--- src/ccm_defines.vh ---
/*
  Constants for the clock mode and oscillation stop detection block.
  Assumes inclusion by bare name from the design files.
*/
`ifndef CCM_DEFINES_VH
`define CCM_DEFINES_VH

// Register indices on the plain register port.
`define CCM_ADDR_MODE      4'h0
`define CCM_ADDR_RDIV      4'h1
`define CCM_ADDR_OSD       4'h2
`define CCM_ADDR_STAT      4'h3

// Clock mode register fields.
`define CCM_MODE_DIV_HI    7
`define CCM_MODE_DIV_LO    6
`define CCM_MODE_OSCSEL    5
`define CCM_MODE_MAIN_STOP 4
`define CCM_MODE_RING_STOP 3
`define CCM_MODE_LOCKMASK  8'h23
`define CCM_MODE_RST       8'h80

// Division ratio codes of bits 7 and 6.
`define CCM_DIV_DOUBLE     2'h3
`define CCM_DIV_HIGH       2'h0
`define CCM_DIV_MIDDLE     2'h1
`define CCM_DIV_RING       2'h2

// Ring division codes.
`define CCM_RDIV_1         2'h0
`define CCM_RDIV_2         2'h1
`define CCM_RDIV_8         2'h2
`define CCM_RDIV_128       2'h3

// Stop detect control fields.
`define CCM_OSD_STATUS     0
`define CCM_OSD_RSTEN      1
`define CCM_OSD_ACTIVE     2

// Stop detection window in ring oscillator edges.
`define CCM_OSD_LIMIT      8'h10

// Stabilization timer load values after halt release.
`define CCM_STAB_TIMER     8'h01
`define CCM_STAB_PRESC     8'hFF

`endif

--- src/ccm_div.v ---
/*
  Programmable divider giving a one-cycle tick every 1, 2, 8 or 128 source
  ticks. Assumes src_tick comes from logic on the same clock.
*/
`timescale 1ns/100ps
`default_nettype none
module ccm_div
(
  // Clock and reset.
  input  wire       i_sys_clk,
  input  wire       i_rstn,
  // Source and ratio.
  input  wire       i_src_tick,
  input  wire [6:0] i_ratio_m1,
  // Divided tick.
  output wire       o_tick
);

  reg [6:0] cnt_q;

  assign o_tick = i_src_tick && (cnt_q >= i_ratio_m1);

  always @(posedge i_sys_clk)
  begin
    if (!i_rstn)
      cnt_q <= 7'h00;
    else if (i_src_tick)
    begin
      if (cnt_q >= i_ratio_m1)
        cnt_q <= 7'h00;
      else
        cnt_q <= cnt_q + 7'h01;
    end
  end

endmodule
`default_nettype wire

--- src/ccm_clock_control.v ---
/*
  CPU clock selection, wait and halt gating, write-once mode bits and main
  oscillator stop detection. Assumes main and ring oscillator inputs are
  asynchronous levels sampled by the system clock, which is much faster.
*/
// Operation
// RULE1 - Wait instruction holds the CPU clock high, main oscillator keeps running.
// RULE2 - Reset or accepted interrupt restarts the clock gated by wait.
// RULE3 - Software enables wanted interrupts before wait or halt.
// RULE4 - Ring oscillator runs after reset; bit 5 picks ceramic or RC.
// RULE5 - Software uses double-speed only with ceramic oscillation selected.
// RULE6 - Bits 5, 1 and 0 accept one write after reset, then lock.
// RULE7 - Bit set or clear access to other bits also locks bits 5, 1, 0.
// RULE8 - Bits 7-6 divide ratio, bit 4 main stop, bit 3 ring stop.
// RULE9 - Ring mode CPU clock is ring divided by 1, 2, 8 or 128.
// RULE10 - Ring division changes only the CPU clock, not the peripheral clock.
// RULE11 - After reset the CPU clock is ring divided by eight.
// RULE12 - Switching from main to ring forces ring divide by eight.
// RULE13 - Main mode CPU clock is input divided by 2, 8 or undivided.
// RULE14 - Software returns to main clock only after oscillator stabilizes.
// RULE15 - Software inserts 3, 1 or 0 no-ops before stopping main oscillator.
// RULE16 - Active detect bit with ring running monitors the main oscillator.
// RULE17 - A detected main oscillator stop sets the status flag.
// RULE18 - Reset enable bit set makes a detected stop raise internal reset.
// RULE19 - Status flag survives internal stop reset, clears on external reset.
// RULE20 - Writing zero to the active detect bit clears the status flag.
// RULE21 - Active detect bit survives the internal stop reset.
// RULE22 - Software never halts while stop detection is active.
// RULE23 - Halt wake holds clock high until timer 01 with prescaler FF underflows.
// RULE24 - Stop declared when no main edge appears within a fixed ring count.
`timescale 1ns/100ps
`default_nettype none
`include "ccm_defines.vh"
module ccm_clock_control
(
  // Clock and external reset.
  input  wire       i_sys_clk,
  input  wire       i_rstn,
  // Register port.
  input  wire [3:0] i_addr,
  input  wire [7:0] i_wdata,
  input  wire       i_wr,
  input  wire       i_rd,
  input  wire       i_rmw,
  output reg  [7:0] o_rdata,
  // Oscillator inputs.
  input  wire       i_main_osc,
  input  wire       i_ring_osc,
  // CPU events.
  input  wire       i_wait_instruction,
  input  wire       i_halt_oscillator_instruction,
  input  wire       i_irq_accept,
  input  wire       i_stab_long,
  // Clock outputs.
  output reg        o_cpu_clk,
  output reg        o_periph_clk,
  output wire       o_main_osc_en,
  output wire       o_ring_osc_en,
  output reg        o_int_reset
);

  localparam ST_RUN  = 2'h0;
  localparam ST_WAIT = 2'h1;
  localparam ST_HALT = 2'h2;
  localparam ST_STAB = 2'h3;

  //////////////////////////////////////////////////////////////////////////

  reg        m_s1_q, m_s2_q, m_s3_q;
  reg        r_s1_q, r_s2_q, r_s3_q;
  reg  [7:0] mode_q;
  reg        locked_q;
  reg  [1:0] rdiv_q;
  reg        osd_act_q;
  reg        osd_rsten_q;
  reg        osd_stat_q;
  reg  [7:0] osd_cnt_q;
  reg  [1:0] state_q;
  reg  [7:0] presc_q;
  reg  [7:0] timer_q;
  reg        int_rst_q;
  wire       soft_rstn;
  wire       main_edge;
  wire       ring_tick;
  wire       main_tick;
  wire       use_ring;
  wire       cpu_tick;
  wire       ring_cpu_tick;
  wire       main_cpu_tick;
  wire       wr_mode;
  wire       wr_osd;
  wire       gate;
  wire       osd_fire;
  wire [1:0] div_sel;

  function [6:0] ratio_m1;
    input [1:0] code;
    begin
      case (code)
        `CCM_RDIV_1:   ratio_m1 = 7'h00;
        `CCM_RDIV_2:   ratio_m1 = 7'h01;
        `CCM_RDIV_8:   ratio_m1 = 7'h07;
        default:       ratio_m1 = 7'h7F;
      endcase
    end
  endfunction

  function [1:0] main_code;
    input [1:0] div;
    begin
      if (div == `CCM_DIV_DOUBLE)
        main_code = `CCM_RDIV_1;
      else if (div == `CCM_DIV_HIGH)
        main_code = `CCM_RDIV_2;
      else
        main_code = `CCM_RDIV_8;
    end
  endfunction

  //////////////////////////////////////////////////////////////////////////
  // Synchronisers and edge detection of both oscillators.

  always @(posedge i_sys_clk)
  begin
    if (!i_rstn)
    begin
      m_s1_q <= 1'b0;
      m_s2_q <= 1'b0;
      m_s3_q <= 1'b0;
      r_s1_q <= 1'b0;
      r_s2_q <= 1'b0;
      r_s3_q <= 1'b0;
    end
    else
    begin
      m_s1_q <= i_main_osc;
      m_s2_q <= m_s1_q;
      m_s3_q <= m_s2_q;
      r_s1_q <= i_ring_osc;
      r_s2_q <= r_s1_q;
      r_s3_q <= r_s2_q;
    end
  end

  // Both source edges tick, so a ratio of N gives the source divided by N.
  assign main_edge = (m_s2_q ^ m_s3_q) && o_main_osc_en;
  assign main_tick = main_edge;
  assign ring_tick = (r_s2_q ^ r_s3_q) && o_ring_osc_en;

  //////////////////////////////////////////////////////////////////////////
  // Register writes, write-once lock and ring divider.

  assign soft_rstn = i_rstn && !int_rst_q;
  assign wr_mode   = i_wr && (i_addr == `CCM_ADDR_MODE);
  assign wr_osd    = i_wr && (i_addr == `CCM_ADDR_OSD);
  assign div_sel   = mode_q[`CCM_MODE_DIV_HI:`CCM_MODE_DIV_LO];
  assign use_ring  = (div_sel == `CCM_DIV_RING); // RULE4

  always @(posedge i_sys_clk)
  begin
    if (!soft_rstn)
    begin
      mode_q   <= `CCM_MODE_RST; // RULE4
      locked_q <= 1'b0;
      rdiv_q   <= `CCM_RDIV_8; // RULE11
    end
    else
    begin
      if (wr_mode)
      begin
        if (locked_q)
          mode_q <= (i_wdata & ~`CCM_MODE_LOCKMASK) |
                    (mode_q & `CCM_MODE_LOCKMASK); // RULE6
        else
          mode_q <= i_wdata; // RULE8
        locked_q <= 1'b1; // RULE6
        if (i_rmw)
          locked_q <= 1'b1; // RULE7
        if ((i_wdata[7:6] == `CCM_DIV_RING) && !use_ring)
          rdiv_q <= `CCM_RDIV_8; // RULE12
      end
      else if (i_wr && (i_addr == `CCM_ADDR_RDIV))
        rdiv_q <= i_wdata[1:0]; // RULE9
    end
  end

  //////////////////////////////////////////////////////////////////////////
  // Stop detection; control bits survive the internal reset.

  assign osd_fire = osd_act_q && ring_tick && !main_edge &&
                    (osd_cnt_q == `CCM_OSD_LIMIT - 8'h01); // RULE24

  always @(posedge i_sys_clk)
  begin
    if (!i_rstn)
    begin
      osd_act_q   <= 1'b0;
      osd_rsten_q <= 1'b0;
      osd_stat_q  <= 1'b0; // RULE19
      osd_cnt_q   <= 8'h00;
      int_rst_q   <= 1'b0;
      o_int_reset <= 1'b0;
    end
    else
    begin
      int_rst_q   <= osd_fire && osd_rsten_q && !int_rst_q; // RULE18
      o_int_reset <= int_rst_q;
      if (!osd_act_q || main_edge)
        osd_cnt_q <= 8'h00;
      else if (ring_tick && (osd_cnt_q != `CCM_OSD_LIMIT))
        osd_cnt_q <= osd_cnt_q + 8'h01; // RULE16
      if (wr_osd)
      begin
        osd_act_q   <= i_wdata[`CCM_OSD_ACTIVE]; // RULE21
        osd_rsten_q <= i_wdata[`CCM_OSD_RSTEN];
      end
      if (osd_fire)
        osd_stat_q <= 1'b1; // RULE17
      else if (wr_osd && !i_wdata[`CCM_OSD_ACTIVE])
        osd_stat_q <= 1'b0; // RULE20
    end
  end

  //////////////////////////////////////////////////////////////////////////
  // CPU clock dividers; peripheral clock ignores the ring ratio.

  ccm_div u_ring_div
  (
    .i_sys_clk  (i_sys_clk),
    .i_rstn     (soft_rstn),
    .i_src_tick (ring_tick),
    .i_ratio_m1 (ratio_m1(rdiv_q)),
    .o_tick     (ring_cpu_tick)
  );

  ccm_div u_main_div
  (
    .i_sys_clk  (i_sys_clk),
    .i_rstn     (soft_rstn),
    .i_src_tick (main_tick),
    .i_ratio_m1 (ratio_m1(main_code(div_sel))),
    .o_tick     (main_cpu_tick)
  );

  assign cpu_tick = use_ring ? ring_cpu_tick : main_cpu_tick; // RULE13

  //////////////////////////////////////////////////////////////////////////
  // Wait and halt sequencing.

  always @(posedge i_sys_clk)
  begin
    if (!soft_rstn)
    begin
      state_q <= ST_RUN; // RULE2
      presc_q <= 8'h00;
      timer_q <= 8'h00;
    end
    else
    begin
      case (state_q)
        ST_RUN:
        begin
          if (i_halt_oscillator_instruction)
          begin
            state_q <= ST_HALT;
            if (!i_stab_long)
            begin
              timer_q <= `CCM_STAB_TIMER; // RULE23
              presc_q <= `CCM_STAB_PRESC;
            end
          end
          else if (i_wait_instruction)
            state_q <= ST_WAIT; // RULE1
        end
        ST_WAIT:
        begin
          if (i_irq_accept)
            state_q <= ST_RUN; // RULE2
        end
        ST_HALT:
        begin
          if (i_irq_accept)
            state_q <= ST_STAB;
        end
        default:
        begin
          if (main_tick)
          begin
            if (presc_q != 8'h00)
              presc_q <= presc_q - 8'h01;
            else if (timer_q != 8'h00)
            begin
              presc_q <= `CCM_STAB_PRESC;
              timer_q <= timer_q - 8'h01;
            end
            else
              state_q <= ST_RUN; // RULE23
          end
        end
      endcase
    end
  end

  assign gate = (state_q != ST_RUN);
  assign o_main_osc_en = !mode_q[`CCM_MODE_MAIN_STOP] &&
                         (state_q != ST_HALT); // RULE1
  assign o_ring_osc_en = !mode_q[`CCM_MODE_RING_STOP]; // RULE8

  always @(posedge i_sys_clk)
  begin
    if (!soft_rstn)
    begin
      o_cpu_clk    <= 1'b1;
      o_periph_clk <= 1'b1;
    end
    else
    begin
      if (gate)
        o_cpu_clk <= 1'b1; // RULE1
      else if (cpu_tick)
        o_cpu_clk <= !o_cpu_clk;
      if (use_ring ? ring_tick : main_tick)
        o_periph_clk <= !o_periph_clk; // RULE10
    end
  end

  //////////////////////////////////////////////////////////////////////////
  // Read data, one cycle after the strobe.

  always @(posedge i_sys_clk)
  begin
    if (!i_rstn)
      o_rdata <= 8'h00;
    else if (i_rd)
    begin
      if (i_addr == `CCM_ADDR_MODE)
        o_rdata <= mode_q;
      else if (i_addr == `CCM_ADDR_RDIV)
        o_rdata <= {6'h00, rdiv_q};
      else if (i_addr == `CCM_ADDR_OSD)
        o_rdata <= {5'h00, osd_act_q, osd_rsten_q, osd_stat_q};
      else if (i_addr == `CCM_ADDR_STAT)
        o_rdata <= {4'h0, locked_q, use_ring, state_q};
      else
        o_rdata <= 8'h00;
    end
    else
      o_rdata <= 8'h00;
  end

endmodule
`default_nettype wire

--- config.mk ---
export PLATFORM = sky130hd
export DESIGN_NAME = ccm_clock_control
export DESIGN_NICKNAME = d
export VERILOG_FILES = /design/src/ccm_div.v /design/src/ccm_clock_control.v
export VERILOG_INCLUDE_DIRS = /design/src
export SDC_FILE = /design/constraint.sdc
export NUM_CORES = 1
export LEC_CHECK = 0
export ABC_AREA = 1
export BUFFER_PORTS_ARGS = -buffer_cell sky130_fd_sc_hd__buf_4
export CORE_ASPECT_RATIO = 1.2
export CORE_UTILIZATION = 62
export DETAILED_ROUTE_END_ITERATION = 8
export PLACE_DENSITY = 0.85
export SETUP_SLACK_MARGIN = 0.5
export SYNTH_ARGS = -nofsm -noshare
export SYNTH_HDL_FRONTEND = slang
export SYNTH_SLANG_ARGS = --single-unit
--- constraint.sdc ---
create_clock -name i_sys_clk -period 4.1 [get_ports i_sys_clk]
set_input_delay 0.615 -clock i_sys_clk [delete_from_list [all_inputs] [get_ports i_sys_clk]]
set_output_delay 0.615 -clock i_sys_clk [all_outputs]
set_load 0.05 [all_outputs]
==> run summary, run 1 <==
Measured against its own limit, the worst slew margin works out to 47.5%. The post-route netlist has 13.4% of its cells at a drive strength greater than 1. The worst path uses 52.7% of the clock period.

The number of buffers and inverters on the critical path is 4. On the worst path, the slowest cell contributes a delay of 0.50 ns. The run gives 0 as the number of max-cap violations. The number of different library cells used by synthesis comes to 38. For the final routed database, the setup TNS stands at 0 ns. Along the worst path, the maximum fanout reaches 16. Buffers placed on the I/O ports in this run total 34. The core area was 5740 µm²; the clock network latency to the later pin of the worst-skew pair was 0.34 ns. Summed over all instances, the cell type with the most area after synthesis is sky130_fd_sc_hd__dfxtp_1. Synthesis inferred 72 register bits. Across all setup checks in the final design, the least slack found is 1.94 ns. The post-detailed-route via-to-cell ratio was 5.33. VDD sags by at most 561 µV.

For the arrival time of the worst setup path, the log shows 2.40 ns. Routability-driven placement finished with a final weighted congestion of 0.871. The kind of critical path was register to register. The worst hold-check path type is register to register.

Total congestion overflow: 0. In this run the most critical hold path is launched from r_s1_q$_SDFF_PN0_. For this design, the sink count on the clock tree is 72. The setup slack at placement was 1.94 ns.

After synthesis, the largest area contributor takes up 38.5% of total cell area. The most numerous cell type found on the critical path is sky130_fd_sc_hd__nor2_1. The Yosys step of the flow raised 0 warnings. The most critical setup path has its startpoint at state_q[0]$_SDFFE_PN0P_. The die covers 6360 µm². Global routing consumed, over all layers together, 28.7% of the routing resources.

Buffers inserted to repair hold after CTS numbered 0. Clock-pin slew was measured on the worst setup and hold paths at 0.07 ns. The final critical-path required period was 2.16 ns. The sequential element share of the synthesized area came out at 38.5%.

The count of nets left with antenna violations once routing finished came out at 0. Setup repair after global routing left no endpoint under its margin. Walking the worst path, the cells encountered are inv_1 > ha_1 > inv_2 > nor2_1 > nor2_1 > nand3_2 > inv_2 > nand2_4 > inv_4 > o21ai_0 > nor2_1. The first global-routing pass estimated 14.1 mm of wire. 0 antenna diodes ended up in the layout. The tools report the starting utilization of the core area as 65.3%. The overall via count from detail_route was 3,484; the area growth from synthesis to layout was 14.8%. The first detailed-routing pass ran for 5 iterations. The tools report the setup clock skew after layout as 0.00673 ns. Reg-to-reg critical path startpoint: state_q[0]$_SDFFE_PN0P_. The mean instance size in the synthesized netlist was 7.05 µm²; the data required time of the critical path was 4.34 ns.

The cell area that synthesis handed to floorplanning was 3750 µm². The flow ran to the end, and the final reports show no timing, DRC or antenna violations. For this design, the slowest cell found on the critical path is sky130_fd_sc_hd__ha_1. The logs give 25 for the largest net degree at the start of global routing and 5.91 mm for the placed wire-length estimate. For this design the static power due to leakage is 1.99 nW.

Post-CTS repair changed the size of 0 cells. TritonCTS built the clock tree. For this block, the routed nets add up to 8.22 mm of wire.

After detailed routing, the number of remaining DRC violations is 0. The count of standard-cell rows came out at 30. The kind of cell with the highest combined delay on the critical path was simple AND/OR/NAND/NOR gates.

The transition time at the pin with the least slew margin works out to 0.786 ns. The number of failing hold endpoints at the final stage was 0; the number of DRC violations after detailed-routing iteration 0 was 145. The synthesized netlist cell count is 532, and the count of H-tree levels built during CTS is 3. Power spread over the standard cell area amounts to 600 nW/µm².

The number of nets in the synthesized netlist is 574. In the final routed layout, each cell accounts on average for 12.6 µm. Across all hold checks on the routed design, the worst slack comes to 0.424 ns. In the post-synthesis netlist, the biggest area contributors are sky130_fd_sc_hd__dfxtp_1 (38%), sky130_fd_sc_hd__nand2_1 (11%), sky130_fd_sc_hd__inv_1 (8.2%). 36 I/O pins were placed. The tools report the initial antenna violation count as 0. STA classifies the critical path endpoint as a register. Based on the critical path, the design can be clocked at up to 463 MHz. The tree is rooted in a sky130_fd_sc_hd__clkbuf_8.

Total power for the finished layout comes to 2.58 mW. Counting the buffers created by CTS gives 9. Setup violations remaining at the end of the flow were counted as 0. The tools report the max-slew violation count as 0. Startpoint kind of the worst setup timing path: a register.

Vertical extent of the die: 87.2 µm. The via count of the first global-routing pass was 3,341. For the number of nets in the layout, the log shows 611.

The post-CTS setup-driven buffer insertion count was 0; the worst-case clock buffer depth was 2. The die is 73.0 µm wide.
## layout make-up
class                           instances  area, µm²
Tap cell                               80        100
Sequential cell                        72       1440
Fill cell                             456       1440
Inverter                               89        340
Multi-Input combinational cell        362       1920
Clock inverter                          6        108
Clock buffer                           10        128
Timing Repair Buffer                   35        263
## final timing paths
kind / endpoint / cells after the start / slack [ns]
worst max register to register: presc_q[0]$_SDFFE_PN0P_ / 11 / 1.94
worst max-delay path: presc_q[0]$_SDFFE_PN0P_ / 11 / 1.94
worst min register to register: r_s2_q$_SDFF_PN0_ / 2 / 0.42
worst min-delay path: r_s2_q$_SDFF_PN0_ / 2 / 0.42
## stage by stage
| stage | area [µm²] | cells | util [%] |
|---|---|---|---|
| 6_report | 4300 | 654 | 74.9 |
| 5_1_grt | 4300 | 654 | 74.9 |
| 4_1_cts | 4300 | 654 | 74.9 |
| 3_5_place_dp | 4070 | 638 | 70.8 |
| 3_3_place_gp | 4070 | 638 | 70.8 |
| 2_1_floorplan | 3750 | 532 | - |
## cell usage in the layout (no fill, tap or decap), types with 2 or more instances in the layout
cell | netlist | layout
sky130_fd_sc_hd__bufinv_16 | 0 | 3
sky130_fd_sc_hd__clkbuf_8 | 0 | 9
sky130_fd_sc_hd__ha_1 | 19 | 19
sky130_fd_sc_hd__nor3_1 | 12 | 12
sky130_fd_sc_hd__inv_4 | 2 | 2
sky130_fd_sc_hd__buf_4 | 0 | 35
sky130_fd_sc_hd__o22ai_1 | 3 | 3
sky130_fd_sc_hd__inv_1 | 82 | 82
sky130_fd_sc_hd__dfxtp_1 | 72 | 72
sky130_fd_sc_hd__nor2_4 | 2 | 2
sky130_fd_sc_hd__inv_2 | 4 | 4
sky130_fd_sc_hd__clkinv_2 | 1 | 3
sky130_fd_sc_hd__o21ai_0 | 27 | 27
sky130_fd_sc_hd__nor3_2 | 2 | 2
sky130_fd_sc_hd__nand2_1 | 110 | 110
sky130_fd_sc_hd__nand3_4 | 2 | 2
sky130_fd_sc_hd__xor2_1 | 13 | 13
sky130_fd_sc_hd__nor2_2 | 4 | 4
sky130_fd_sc_hd__nand4_1 | 13 | 13
sky130_fd_sc_hd__nor2_1 | 55 | 55
sky130_fd_sc_hd__nand3_1 | 31 | 31
sky130_fd_sc_hd__nand2_2 | 6 | 6
sky130_fd_sc_hd__a211oi_1 | 2 | 2
sky130_fd_sc_hd__and3_1 | 2 | 2
sky130_fd_sc_hd__a21oi_1 | 46 | 46
## where the power goes
part	internal, mW	total, mW	switching (mW)
logic	0.372	1.08	0.706
registers	0.780	0.841	0.0610
clock network	0.402	0.661	0.259
## worst reg2reg max path, delay by kind of cell, from the launching register on
kind	cells	cell delay [ns]
flops	1	0.33
compound gates	1	0.15
fa+ha+maj	1	0.50
buf+inv	4	0.52
simple gates	5	0.56
## routing by layer
metal  vias up  wire [µm]  track usage, %
met3        18        355            6.71
met5         -          0               0
met1      1595       3510            32.1
li1       1774          -               -
met4         0        172            13.4
met2        97       4180            50.8
## kinds of logic (layout without fill, tap and decap cells)
| family | after synthesis | in the layout | share of synthesized area (%) |
|---|---|---|---|
| AO/OA/AOI/OAI | 83 | 83 | 11.7 |
| XOR/XNOR | 14 | 14 | 3.27 |
| adder cells (fa/ha/maj) | 19 | 19 | 6.34 |
| buffers and inverters | 98 | 140 | 10.3 |
| flip-flops | 72 | 72 | 38.5 |
| AND/OR/NAND/NOR | 246 | 246 | 29.9 |
## sequential cells by signal (all words and copies together), names as in the netlist
register and cells:
mode_q 8, o_rdata 8, osd_cnt_q 8, presc_q 8, timer_q 8, u_main_div.cnt_q 7, u_ring_div.cnt_q 7, rdiv_q 2
state_q 2, int_rst_q 1, locked_q 1, m_s1_q 1, m_s2_q 1, m_s3_q 1, o_cpu_clk 1, o_int_reset 1
o_periph_clk 1, osd_act_q 1, osd_rsten_q 1, osd_stat_q 1, r_s1_q 1, r_s2_q 1, r_s3_q 1
## synthesized netlist by cell type, drive strengths merged
cell	count
clkbuf	5
or3	1
clkinv	1
o21ai	28
ha	19
and3	2
a22oi	1
xor2	13
o22ai	3
a21oi	46
or2	2
dfxtp	72
inv	88
nand2	117
nand3b	1
nand3	34
nor3	14
nor2	61
nor4	1
a211oi	2
o21bai	1
buf	4
xnor2	1
nand4	13
o32ai	1
o21a	1
(Power assumes the default switching activity.)
==> run 2: changes to the inputs <==
CORE_UTILIZATION = 59   (was 62)
PLACE_DENSITY = 0.81   (was 0.85)
clock period = 2.2 ns   (was 4.1 ns; I/O delays follow)
==> run summary, run 2 (synthesized netlist as in run 1, its figures left out) <==
Startpoint kind of the worst setup timing path: a register. For the clock sink count, the log shows 72. Entering global routing, the biggest net connects 19 pins. The run gives 0.59 ns as the internal reg-to-reg setup slack.

Measured on the finished design, the core utilization comes to 73.2%. In the layout the commonest cells are sky130_fd_sc_hd__nand2_1 (106), sky130_fd_sc_hd__inv_1 (79), sky130_fd_sc_hd__dfxtp_1 (68). The per-cell routed wire length was 12.9 µm; the power density over cell area was 1110 nW/µm². During I/O placement, the number of pins put on the boundary was 36.

The max-slew violation count was 0; the overall via count from detail_route was 3,544. Measured against its own limit, the worst slew margin works out to 70.2%. Across the VDD grid, the largest voltage drop is 792 µV. Setup slack closes at 0.572 ns.

The tools report the number of failing hold endpoints at the final stage as 0. Clock tree synthesis selected as its root buffer the cell sky130_fd_sc_hd__clkbuf_8. The total overflow left after global routing is 0.

0 antenna diodes ended up in the layout. The tools report the number of filler cells placed in the layout as 466. Number of max-cap violations: 0. For the setup clock skew after layout, the log shows 0.00731 ns.

Global routing consumed, over all layers together, 26.2% of the routing resources. In this run the critical register-to-register path is launched from rdiv_q[1]$_SDFFE_PN1P_. From bottom edge to top edge, the die measures 89.3 µm.

The run gives 5.95 mm as the placed wire-length estimate. The later pin in the worst-skew pair is clocked with a latency of 0.35 ns. The maximum clock frequency is 614 MHz, and the setup TNS after final layout is 0 ns. Data arrives at the worst endpoint at 1.30 ns. The final RePlAce weighted congestion came out at 0.837. The tools report the critical path capture point type as an output pin. The final routed wirelength across all metal layers is 8.57 mm. Along the worst path, the maximum fanout reaches 7. The leakage power came out at 2.04 nW.

After layout, the design draws a total of 4.96 mW. The hold path endpoint was m_s1_q$_SDFF_PN0_. Counting instances, the worst hold path has a depth of 3.

The die covers 6680 µm². The run gives 13.4 mm as the wire length of the first global-routing pass. Number of hold-repair buffers added at the cts stage: 0. Worst reg2reg path depth: 9. For this run, the detailed router's first-pass iteration total came to 5. OpenSTA, run right after detailed placement, puts the worst setup slack at 0.282 ns. In this run the horizontal extent of the chip is 74.8 µm. Clock-pin slew was measured on the worst setup and hold paths at 0.07 ns. In this run the number of H-tree levels came out at 3.

In this run the standard cell core region covers 6090 µm². Worst hold-check path type: input pin to register. At the worst endpoint, the required time is 1.87 ns. The routed design could run at a clock period as short as 1.63 ns. The startpoint identified for the worst hold timing path is i_main_osc. In the routed design, unresolved DRC markers number 0.

In this run the tool buffered the top-level ports with 34 buffer cells. The via count of the first global-routing pass is 3,171, and the final critical-path share of the clock period is 74.0%. Setup violations remaining at the end of the flow were counted as 0.

The number of buffers created by CTS is 9, and the transition time at the pin with the least slew margin is 0.447 ns. Setup repair after global routing could not meet its margin everywhere. After the last flow step, the layout net total stands at 622. The layout cell share with drive strength beyond 1 was 18.3%.

Initial antenna violation count: 0. The count of nets left with antenna violations after detail routing is 0, and the worst-case clock buffer depth is 2. The tools report the starting utilization of the core area as 61.6%. The flow ran to the end, and the final reports show no timing, DRC or antenna violations. Dividing the detail-routed via count by the number of cells gives 5.32. Kind of critical path: register to output pin.

In this run, the number of DRC markers left after iteration 0 of detailed routing was 238. The tools report the reg-to-reg critical path endpoint as u_ring_div.cnt_q[5]$_SDFFE_PN0P_. The most common cell after layout, fill and taps aside was sky130_fd_sc_hd__nand2_1.

The count of standard-cell rows is 31. TritonCTS built the clock tree. The area growth from synthesis to layout is 18.9%.
==> run 2: cell count changes in the layout (fill, tap and decap cells not counted), sizes merged <==
| cell | delta |
|---|---|
| buf | +10 |
| clkinvlp | +1 |
| bufinv | -1 |
| nand2 | +1 |
| clkbuf | -1 |
==> run 2: metal layers <==
| layer | wire length, µm | vias to the layer above | global-route usage, % |
|---|---|---|---|
| met4 | 177 | 0 | 11.3 |
| met3 | 313 | 16 | 4.28 |
| li1 | - | 1796 | - |
| met2 | 4300 | 93 | 47.3 |
| met5 | 0 | - | 0 |
| met1 | 3780 | 1639 | 30.2 |
==> run 2: repair_timing <==
item                       CTS  global route
pin swaps                    0             5
cloned                       0             1
gates resized for setup      6            15
setup buffers                0             6
setup endpoints to repair   22            28
==> run 2: cell type report <==
cell class	count	area, µm²	area share, %
Sequential cell	72	1450	32.5
Tap cell	82	103	2.30
Inverter	89	343	7.69
Clock buffer	9	124	2.78
Clock inverter	6	85.1	1.91
Multi-Input combinational cell	363	2010	45.1
Timing Repair Buffer	45	345	7.75
==> run 2: report_power, final <==
part,total [mW],leakage [nW],internal (mW),switching (mW)
Clock,1.13,0.101,0.627,0.503
Sequential,1.58,0.585,1.46,0.124
Combinational,2.25,1.35,0.857,1.39
Total,4.96,2.04,2.94,2.02
==> run 2: worst max-delay path: stages (launching register included) <==
cell,delay [ns]
sky130_fd_sc_hd__dfxtp_2,0.36
sky130_fd_sc_hd__inv_2,0.08
sky130_fd_sc_hd__ha_4,0.19
sky130_fd_sc_hd__nor2_4,0.14
sky130_fd_sc_hd__buf_6,0.18
==> run 2: worst max path at each step <==
stage	cells past startpoint	from	slack [ns]	end
2_1_floorplan	11	state_q[0]$_SDFFE_PN0P_	0.51	presc_q[7]$_SDFFE_PN0P_
3_3_place_gp	9	rdiv_q[1]$_SDFFE_PN1P_	0.35	u_ring_div.cnt_q[5]$_SDFFE_PN0P_
3_5_place_dp	9	rdiv_q[1]$_SDFFE_PN1P_	0.28	u_ring_div.cnt_q[5]$_SDFFE_PN0P_
4_1_cts	9	rdiv_q[1]$_SDFFE_PN1P_	0.50	u_ring_div.cnt_q[5]$_SDFFE_PN0P_
5_1_grt	9	rdiv_q[1]$_SDFFE_PN1P_	0.48	u_ring_div.cnt_q[5]$_SDFFE_PN0P_
6_report	4	state_q[0]$_SDFFE_PN0P_	0.57	o_main_osc_en
==> run 2: stage by stage <==
stage	std cells	hold WS, ns	cell area, µm²
2_1_floorplan	532	0.390	3780
3_3_place_gp	644	0.400	4130
3_5_place_dp	644	0.411	4130
4_1_cts	659	0.158	4360
5_1_grt	666	0.156	4460
6_report	666	0.160	4460
